===== src/core/pso_pkg.sv =====
// Purpose: Constants and types for the programmable status output select block
// Assumes: One 40 MHz clock, synchronous active-high reset
// Notes: Selection codes are 5 bits wide; codes above 18 are treated as no function
//
// Functional notes
// Two relay groups, one open-collector and one fast terminal, each with own code.
// Fast terminal works either as pulse train output or plain on/off output.
// One code may feed several terminals, each following it independently.
// Code 0 gives no function; terminal stays off.
// Code 1 asserts while running with output frequency.
// Code 2 asserts while running forward with output frequency.
// Code 3 asserts while running reverse with output frequency.
// Code 4 asserts while jogging with output frequency.
// Code 5 asserts while the drive is in fault.
// Codes 6, 7, 8 route first level, second level and reached flags.
// Code 9 asserts when output and reference frequency are both zero.
// Code 10 asserts when running frequency reaches the upper limit.
// Code 11 asserts when running frequency reaches the lower limit.
// Code 12 asserts when powers are up, no protection active, ready to run.
// Code 13 asserts during motor pre-excitation.
// Code 14 asserts on overload pre-alarm after its duration.
// Code 15 asserts on underload pre-alarm after its duration.
// Code 17 asserts when the step sequencer completes a cycle.
// Communication code drives terminal from the Modbus-written bit, on when 1.
// Code 16 asserts when the step sequencer completes a stage.
// Outputs are registered every cycle and all off after reset.
package pso_pkg;

  localparam int SEL_W = 5;
  localparam int NUM_TERM = 4;

  // Terminal indices into the terminal state and Modbus vectors
  localparam int TERM_RELAY1 = 0;
  localparam int TERM_RELAY2 = 1;
  localparam int TERM_OC = 2;
  localparam int TERM_FAST = 3;

  // Output function selection codes
  localparam logic [SEL_W-1:0] SEL_NONE = 5'h00;
  localparam logic [SEL_W-1:0] SEL_RUN = 5'h01;
  localparam logic [SEL_W-1:0] SEL_FWD = 5'h02;
  localparam logic [SEL_W-1:0] SEL_REV = 5'h03;
  localparam logic [SEL_W-1:0] SEL_JOG = 5'h04;
  localparam logic [SEL_W-1:0] SEL_FAULT = 5'h05;
  localparam logic [SEL_W-1:0] SEL_FDET1 = 5'h06;
  localparam logic [SEL_W-1:0] SEL_FDET2 = 5'h07;
  localparam logic [SEL_W-1:0] SEL_FREACH = 5'h08;
  localparam logic [SEL_W-1:0] SEL_ZERO = 5'h09;
  localparam logic [SEL_W-1:0] SEL_UPLIM = 5'h0A;
  localparam logic [SEL_W-1:0] SEL_LOLIM = 5'h0B;
  localparam logic [SEL_W-1:0] SEL_READY = 5'h0C;
  localparam logic [SEL_W-1:0] SEL_PREEXC = 5'h0D;
  localparam logic [SEL_W-1:0] SEL_OVLD = 5'h0E;
  localparam logic [SEL_W-1:0] SEL_UNLD = 5'h0F;
  localparam logic [SEL_W-1:0] SEL_STAGE = 5'h10;
  localparam logic [SEL_W-1:0] SEL_CYCLE = 5'h11;
  localparam logic [SEL_W-1:0] SEL_COMM = 5'h12;

  // Fast terminal mode
  typedef enum logic [0:0] {
    PSO_MODE_DIGITAL = 1'b0,
    PSO_MODE_PULSE = 1'b1
  } pso_mode_t;

  // Internal drive status conditions
  typedef struct packed {
    logic running;
    logic has_freq;
    logic reverse;
    logic jogging;
    logic fault;
    logic freq_level_detect_first;
    logic freq_level_detect_second;
    logic freq_reached;
    logic out_freq_zero;
    logic ref_freq_zero;
    logic upper_limit;
    logic lower_limit;
    logic main_power_ok;
    logic ctrl_power_ok;
    logic protect_active;
    logic pre_excite;
    logic overload_alarm;
    logic underload_alarm;
    logic stage_done;
    logic cycle_done;
  } pso_status_t;

  // Registered terminal levels
  typedef struct packed {
    logic [NUM_TERM-1:0] term;
  } pso_state_t;

  localparam pso_state_t PSO_RESET = '{term: 4'h0};

endpackage


===== src/core/pso_output_select.sv =====
// Purpose: Routes drive status conditions onto four output terminals by selection code
// Assumes: Status inputs and select codes come from logic on i_clk
// Notes: Pulse train generation lives elsewhere; this block only hands the pulse source through
`timescale 1ns/10ps
module pso_output_select (
  // Clock and reset
  input wire logic i_clk,
  input wire logic i_sys_rst,
  // Drive status
  input wire pso_pkg::pso_status_t i_status,
  // Per-terminal function selection
  input wire logic [pso_pkg::SEL_W-1:0] i_sel_relay1,
  input wire logic [pso_pkg::SEL_W-1:0] i_sel_relay2,
  input wire logic [pso_pkg::SEL_W-1:0] i_sel_oc,
  input wire logic [pso_pkg::SEL_W-1:0] i_sel_fast,
  // Modbus virtual terminal bits, one per terminal
  input wire logic [pso_pkg::NUM_TERM-1:0] i_comm_bits,
  // Fast terminal mode and pulse source
  input wire pso_pkg::pso_mode_t i_fast_mode,
  input wire logic i_pulse_src,
  // Terminals
  output logic o_relay1,
  output logic o_relay2,
  output logic o_oc,
  output logic o_fast_pulse_terminal
);

  // ------------------------------------------------------------
  // Motion conditions
  // ------------------------------------------------------------
  // Direction is left open here; the forward and reverse codes narrow it
  function automatic logic cond_running(
    input pso_pkg::pso_status_t st
  );
    logic v;
    v = st.running & st.has_freq;
    return v;
  endfunction

  function automatic logic cond_forward(
    input pso_pkg::pso_status_t st
  );
    logic v;
    v = cond_running(st) & ~st.reverse;
    return v;
  endfunction

  function automatic logic cond_reverse(
    input pso_pkg::pso_status_t st
  );
    logic v;
    v = cond_running(st) & st.reverse;
    return v;
  endfunction

  // Jogging stands on its own, whatever the running flag says
  function automatic logic cond_jogging(
    input pso_pkg::pso_status_t st
  );
    logic v;
    v = st.jogging & st.has_freq;
    return v;
  endfunction

  // ------------------------------------------------------------
  // Fault and frequency levels
  // ------------------------------------------------------------
  function automatic logic cond_fault(
    input pso_pkg::pso_status_t st
  );
    logic v;
    v = st.fault;
    return v;
  endfunction

  // Thresholds live in the detection logic; only the finished flags arrive here
  function automatic logic cond_level_first(
    input pso_pkg::pso_status_t st
  );
    logic v;
    v = st.freq_level_detect_first;
    return v;
  endfunction

  function automatic logic cond_level_second(
    input pso_pkg::pso_status_t st
  );
    logic v;
    v = st.freq_level_detect_second;
    return v;
  endfunction

  function automatic logic cond_reached(
    input pso_pkg::pso_status_t st
  );
    logic v;
    v = st.freq_reached;
    return v;
  endfunction

  // Both the actual and the commanded frequency must be zero, not just one
  function automatic logic cond_zero_speed(
    input pso_pkg::pso_status_t st
  );
    logic v;
    v = st.out_freq_zero & st.ref_freq_zero;
    return v;
  endfunction

  function automatic logic cond_upper_limit(
    input pso_pkg::pso_status_t st
  );
    logic v;
    v = st.upper_limit;
    return v;
  endfunction

  function automatic logic cond_lower_limit(
    input pso_pkg::pso_status_t st
  );
    logic v;
    v = st.lower_limit;
    return v;
  endfunction

  // ------------------------------------------------------------
  // Readiness and load alarms
  // ------------------------------------------------------------
  // A tripped protection blocks readiness even with both supplies up
  function automatic logic cond_ready(
    input pso_pkg::pso_status_t st
  );
    logic v;
    v = st.main_power_ok & st.ctrl_power_ok & ~st.protect_active;
    return v;
  endfunction

  function automatic logic cond_pre_excite(
    input pso_pkg::pso_status_t st
  );
    logic v;
    v = st.pre_excite;
    return v;
  endfunction

  // Pre-alarm timing is done upstream; the flags already include their delay
  function automatic logic cond_overload(
    input pso_pkg::pso_status_t st
  );
    logic v;
    v = st.overload_alarm;
    return v;
  endfunction

  function automatic logic cond_underload(
    input pso_pkg::pso_status_t st
  );
    logic v;
    v = st.underload_alarm;
    return v;
  endfunction

  // ------------------------------------------------------------
  // Step sequencer
  // ------------------------------------------------------------
  // Pulse or level is passed on as the sequencer produces it
  function automatic logic cond_stage_done(
    input pso_pkg::pso_status_t st
  );
    logic v;
    v = st.stage_done;
    return v;
  endfunction

  function automatic logic cond_cycle_done(
    input pso_pkg::pso_status_t st
  );
    logic v;
    v = st.cycle_done;
    return v;
  endfunction

  // ------------------------------------------------------------
  // Condition table
  // ------------------------------------------------------------
  // One bit per selection code; reserved codes stay low and act as no function
  localparam int CODE_CNT = 1 << pso_pkg::SEL_W;
  typedef logic [CODE_CNT-1:0] pso_cond_vec_t;

  function automatic pso_cond_vec_t cond_table(
    input pso_pkg::pso_status_t st
  );
    pso_cond_vec_t t;
    t = '0;
    t[pso_pkg::SEL_NONE] = 1'b0;
    t[pso_pkg::SEL_RUN] = cond_running(st);
    t[pso_pkg::SEL_FWD] = cond_forward(st);
    t[pso_pkg::SEL_REV] = cond_reverse(st);
    t[pso_pkg::SEL_JOG] = cond_jogging(st);
    t[pso_pkg::SEL_FAULT] = cond_fault(st);
    t[pso_pkg::SEL_FDET1] = cond_level_first(st);
    t[pso_pkg::SEL_FDET2] = cond_level_second(st);
    t[pso_pkg::SEL_FREACH] = cond_reached(st);
    t[pso_pkg::SEL_ZERO] = cond_zero_speed(st);
    t[pso_pkg::SEL_UPLIM] = cond_upper_limit(st);
    t[pso_pkg::SEL_LOLIM] = cond_lower_limit(st);
    t[pso_pkg::SEL_READY] = cond_ready(st);
    t[pso_pkg::SEL_PREEXC] = cond_pre_excite(st);
    t[pso_pkg::SEL_OVLD] = cond_overload(st);
    t[pso_pkg::SEL_UNLD] = cond_underload(st);
    t[pso_pkg::SEL_STAGE] = cond_stage_done(st);
    t[pso_pkg::SEL_CYCLE] = cond_cycle_done(st);
    // The communication code differs per terminal, so it stays out of the table
    return t;
  endfunction

  // ------------------------------------------------------------
  // Terminal level
  // ------------------------------------------------------------
  // Codes past the communication code are reserved and never drive a terminal
  function automatic logic code_defined(
    input logic [pso_pkg::SEL_W-1:0] sel
  );
    logic v;
    v = (sel <= pso_pkg::SEL_COMM);
    return v;
  endfunction

  // Shared by all terminals, the fast one in digital mode only, so that equal codes give equal behaviour
  function automatic logic term_level(
    input logic [pso_pkg::SEL_W-1:0] sel,
    input pso_cond_vec_t tbl,
    input logic comm
  );
    logic v;
    if (!code_defined(sel)) begin
      v = 1'b0;
    end else if (sel == pso_pkg::SEL_COMM) begin
      v = comm;
    end else begin
      v = tbl[sel];
    end
    return v;
  endfunction

  // ------------------------------------------------------------
  // Fast terminal
  // ------------------------------------------------------------
  // In pulse mode the code is ignored and the pulse source passes straight through
  function automatic logic fast_level(
    input pso_pkg::pso_mode_t mode,
    input logic [pso_pkg::SEL_W-1:0] sel,
    input pso_cond_vec_t tbl,
    input logic comm,
    input logic pulse
  );
    logic v;
    if (mode == pso_pkg::PSO_MODE_PULSE) begin
      v = pulse;
    end else begin
      v = term_level(sel, tbl, comm);
    end
    return v;
  endfunction

  // ------------------------------------------------------------
  // State
  // ------------------------------------------------------------
  pso_pkg::pso_state_t state_r;
  pso_pkg::pso_state_t state_nxt;

  // The condition table is built once and shared by all four terminals
  always_comb begin
    pso_cond_vec_t tbl;
    tbl = cond_table(i_status);
    state_nxt = state_r;
    // Each terminal decodes its own code independently
    state_nxt.term[pso_pkg::TERM_RELAY1] =
      term_level(i_sel_relay1, tbl, i_comm_bits[pso_pkg::TERM_RELAY1]);
    state_nxt.term[pso_pkg::TERM_RELAY2] =
      term_level(i_sel_relay2, tbl, i_comm_bits[pso_pkg::TERM_RELAY2]);
    state_nxt.term[pso_pkg::TERM_OC] =
      term_level(i_sel_oc, tbl, i_comm_bits[pso_pkg::TERM_OC]);
    state_nxt.term[pso_pkg::TERM_FAST] =
      fast_level(i_fast_mode, i_sel_fast, tbl, i_comm_bits[pso_pkg::TERM_FAST],
                 i_pulse_src);
  end

  // One register stage: a terminal shows what its inputs held one edge before
  always_ff @(posedge i_clk) begin
    if (i_sys_rst) begin
      state_r <= pso_pkg::PSO_RESET;
    end else begin
      state_r <= state_nxt;
    end
  end

  // ------------------------------------------------------------
  // Outputs
  // ------------------------------------------------------------
  // Straight from the state flops, nothing after them
  assign o_relay1 = state_r.term[pso_pkg::TERM_RELAY1];
  assign o_relay2 = state_r.term[pso_pkg::TERM_RELAY2];
  assign o_oc = state_r.term[pso_pkg::TERM_OC];
  assign o_fast_pulse_terminal = state_r.term[pso_pkg::TERM_FAST];

endmodule


===== config.mk =====
export PLATFORM = sky130hd
export DESIGN_NAME = pso_output_select
export DESIGN_NICKNAME = d
export VERILOG_FILES = /design/src/core/pso_pkg.sv /design/src/core/pso_output_select.sv
export SDC_FILE = /design/constraint.sdc
export NUM_CORES = 1
export LEC_CHECK = 0
export ABC_CLOCK_PERIOD_IN_PS = 5200
export BUFFER_PORTS_ARGS = -buffer_cell sky130_fd_sc_hd__buf_2
export CORE_MARGIN = 1
export CORE_UTILIZATION = 44
export DETAILED_ROUTE_END_ITERATION = 7
export PLACE_DENSITY = 0.81
export SYNTH_ARGS = -nofsm -noshare
export SYNTH_HDL_FRONTEND = slang
export SYNTH_SLANG_ARGS = --single-unit

===== constraint.sdc =====
create_clock -name i_clk -period 5.2 [get_ports i_clk]
set_input_delay 1.04 -clock i_clk [delete_from_list [all_inputs] [get_ports i_clk]]
set_output_delay 1.04 -clock i_clk [all_outputs]
set_load 0.02 [all_outputs]

# ---- Word level (Yosys, flattened, before mapping)
# Cells that the tools add are included.
# W data, S select, Z words.
dict set report op_classes {
  n_lt_le_gt_ge 8
  eq_ne 4
  muxes 14
  bitwise_logic 12
  n_reduce_logical 3
}
# op n
set ops {}
lappend ops {{$lt A5 B6 Y1 const B} 4}
lappend ops {{$bmux W1 S5} 4}
lappend ops {{$eq A5 B5 Y1 const B} 4}
lappend ops {{$le A5 B5 Y1 const B} 4}
lappend ops {{$mux W1} 10}
lappend ops {{$and A1 B1 Y1} 7}
lappend ops {{$reduce_or A2 Y1} 3}
lappend ops {{$not A1 Y1} 5}
dict set report word_totals {
  reg_bits 4
  inputBits 48
  output_inout_bits 4
  wordCells 45
}

# ---- Depth between registers and ports, before layout
dict set report depth {
  depth_word 7
  depth_mapped 6
  ltp_nobuf 5
}

# ---- Least setup slack after synthesis
# No wires, ideal clock.
dict set report synth_timing {
  path_type {input-to-reg}
  from {input i_sel_relay1[0] (netlist bit)}
  to {register state_r[0] (netlist bit)}
  setup_time_ns 0.133
  arrival_ns 2.238
  required_ns 5.067
  setup_slack_ns 2.829
  stages 5
  path_buffers 1
  cell_sequence {buf_2 -> mux2_2 -> a311o_1 -> a211oi_1 -> a311oi_1}
}
dict set report synth_between {
  elab_chain_cells 3
  word_cells_on_any_way 7
  cone_classes {order compare: 1; eq/ne: 1; mux: 3; bitwise: 1; reduce/logical: 1}
}
# element line_no
set synth_rtl {}
lappend synth_rtl {{start, declared} pso_output_select.sv:12} ;# input wire logic [pso_pkg::SEL_W-1:0] i_sel_relay1,
lappend synth_rtl {{$bmux W1 S5 / $le A5 B5 Y1 (equally long branches)} {pso_output_select.sv:241, pso_output_select.sv:225}}
lappend synth_rtl {{$mux W1 (implied by the code) / $not A1 Y1 (equally long branches)} n/a}
lappend synth_rtl {{$mux W1 / $reduce_or A2 Y1 (equally long branches)} n/a}
lappend synth_rtl {{end signal, assigned} pso_output_select.sv:292} ;# state_r <= pso_pkg::PSO_RESET;
lappend synth_rtl {{end signal, assigned} pso_output_select.sv:294} ;# state_r <= state_nxt;
lappend synth_rtl {{end, declared} pso_output_select.sv:269} ;# pso_pkg::pso_state_t state_r;
# Parallel ways exist; a longest one is shown, timed or not. The select of a mux whose other input is x is not followed.
# A chain may end at the register's enable or synchronous reset.

# ---- Final worst setup path
# Ends and elaborated chain as after synthesis.

==> flow_summary.json <==
{
  "grt_max_degree": 12,
  "power.total_mw": 0.158,
  "regMostFlops": "state_r",
  "yosysWarnings": 0,
  "yosysMostFrequentCell": "mux2i_1",
  "seq_area_frac_synth_pct": 9.10,
  "cp-end-kind": "flop",
  "clkTransAtPathRegs_ps": 50,
  "cp.required_ps": 5320,
  "regArea_um2": 80.1,
  "start_util_pct": 48.8,
  "hold_viol": 0,
  "cts.sinks": 4,
  "synthTopCellsByArea": "mux2i_1, dfxtp_1, nand2_1",
  "worst_hold_path.endpoint": "state_r[3]$_SDFF_PP0_",
  "clockBufferDepth": 2,
  "cp_data_arrival_time_ps": 2340,
  "drt-initial-drc-count": 24,
  "yosysTopAreaCellShare_pct": 18.2,
  "pre_cts_slack_ps": 2740,
  "clock_tree.root_cell": "clkbuf_4",
  "min_period_ps": 2220,
  "io_buffers": 51,
  "synth_area_leader_cell": "mux2i_1",
  "num_rows": 15,
  "grt_usage_pct": 29.0,
  "htree_num_levels": 1,
  "cts_tree": "yes",
  "drt_wl_total_um": 2710,
  "synth.avg_cell_area_um2": 7.52,
  "dieHeight_um": 46.7,
  "crit_type": "input pin to flop",
  "cap_violations": 0,
  "fmax_mhz": 450,
  "ys_ff_latch": 4,
  "start_kind": "input pin",
  "whs_path_depth": 2,
  "hpwl_um": 2190,
  "post_cts.repair.setup_buffers": 0,
  "routedWlPerCell_um": 14.3,
  "post-route-period-util_pct": 42.7,
  "vias": 1138,
  "relSlewSlack_pct": 83.1,
  "layout-drive-gt1-share_pct": 34.8,
  "slew_viol_final": 0,
  "ctsResizeCount": 0,
  "synth_edf_count": 0,
  "synth_fp_nets": 165,
  "largest_registers": "state_r x4",
  "path_max_fanout": 9,
  "nNetsFinal": 214,
  "setup_viol": 0,
  "avgViaCountPerCell": 6.02,
  "area_growth_pct": 30.6,
  "largest_register_ff_count": 4,
  "grt_antenna_before_repair": 0,
  "gr-total-overflow": 0,
  "p_leak_nw": 0.522,
  "synth-main-ff-cell": "dfxtp_1",
  "gp_congestion": 0.863,
  "synthCells": 117,
  "ir_drop_mv": 0.0774,
  "grt_pass1_wl_um": 4440,
  "io_pins": 52,
  "cts_buffers": 3,
  "postRouteAntennaNets": 0,
  "fp.dieW_um": 46.7,
  "multi_input_area_um2": 752,
  "die_area_um2": 2180,
  "async_flop_share_pct": 0,
  "hold_path.class": "input pin to flop",
  "coreArea_um2": 1800,
  "timing.setup.tns_ps": 0,
  "rsz0062_at_grt": "no",
  "hold_buffers": 0,
  "n_antenna_cell": 0,
  "fin_ws_ps": 2980,
  "filler_cell_count": 184,
  "power_density_nw_per_um2": 138,
  "drc": 0,
  "yosysUniqueCellTypes": 38,
  "min-delay-start": "i_sel_fast[3]",
  "synth.top_cells.by_count": "mux2i_1, nand2_1, o21ai_0",
  "dr.pass1.iters": 4,
  "worst_slew_pin_slew_ps": 249,
  "status": "finished, final reports clean",
  "grt_pass1_vias": 1051,
  "synthesis.area_um2": 880,
  "fin_util_pct": 63.7
}
worst max path at each step:
stage	from	to	depth (start not counted)
2_1_floorplan	i_sel_relay1[0]	state_r[0]$_SDFF_PP0_	5
3_3_place_gp	i_sel_relay1[0]	state_r[0]$_SDFF_PP0_	5
3_5_place_dp	i_sel_relay1[0]	state_r[0]$_SDFF_PP0_	5
4_1_cts	i_sel_relay1[0]	state_r[0]$_SDFF_PP0_	5
5_1_grt	i_sel_relay1[0]	state_r[0]$_SDFF_PP0_	5
6_report	i_sel_relay1[0]	state_r[0]$_SDFF_PP0_	5
layout by cell type (no fill, tap or decap), drive strengths merged, types with 2 or more instances in the layout:
cell type / n
nand3b: 5
a31oi: 4
xnor2: 4
nand2: 15
a311oi: 2
mux2i: 16
o21ai: 11
nor4b: 3
buf: 51
dfxtp: 4
nor2: 5
a21oi: 8
nor4: 4
mux4: 2
inv: 2
nor2b: 3
clkbuf: 3
nor3b: 5
critical path, cell delays in order:
cell      delay, ps
buf_2           210
mux2_2          370
a311o_1         350
a211oi_1        250
a311oi_1        120
final cells by class:
type / instances / area share, %
Clock buffer: 3 / 1.96
Inverter: 2 / 0.654
Multi-Input combinational cell: 104 / 65.5
Sequential cell: 4 / 6.97
Tap cell: 25 / 2.72
Timing Repair Buffer: 51 / 22.2
metrics by stage:
stage	instances	hold WS [ps]	cell area [µm²]
after floorplan	117	1110	880
after global placement	186	1250	1130
after detailed placement	186	1260	1130
after CTS	189	991	1150
after global routing	189	990	1150
final	189	996	1150
layer usage:
metal  vias to the layer above  part of all wire (%)  wire length (µm)  track usage [%]
li1                        551                     -                 -                -
met1                       512                    42              1130             37.8
met2                        66                    48              1310             47.5
met3                         9                   7.8               211             4.31
met4                         0                   2.1                58             12.0
met5                         -                     0                 0                0
kinds of logic after synthesis:
family	Yosys count	share of synthesized area, %
DFF	4	9.10
buffers and inverters	9	5.40
AOI/OAI and AO/OA	33	24.2
and+or+nand+nor	48	32.3
xor gates and xnor gates	4	3.98
muxes	19	25.0
power breakdown:
part           switching, mW  internal (mW)
clock                 0.0174         0.0261
combinational         0.0432         0.0381
sequential          0.000582         0.0330
total                 0.0612         0.0973
(Power assumes the default switching activity.)
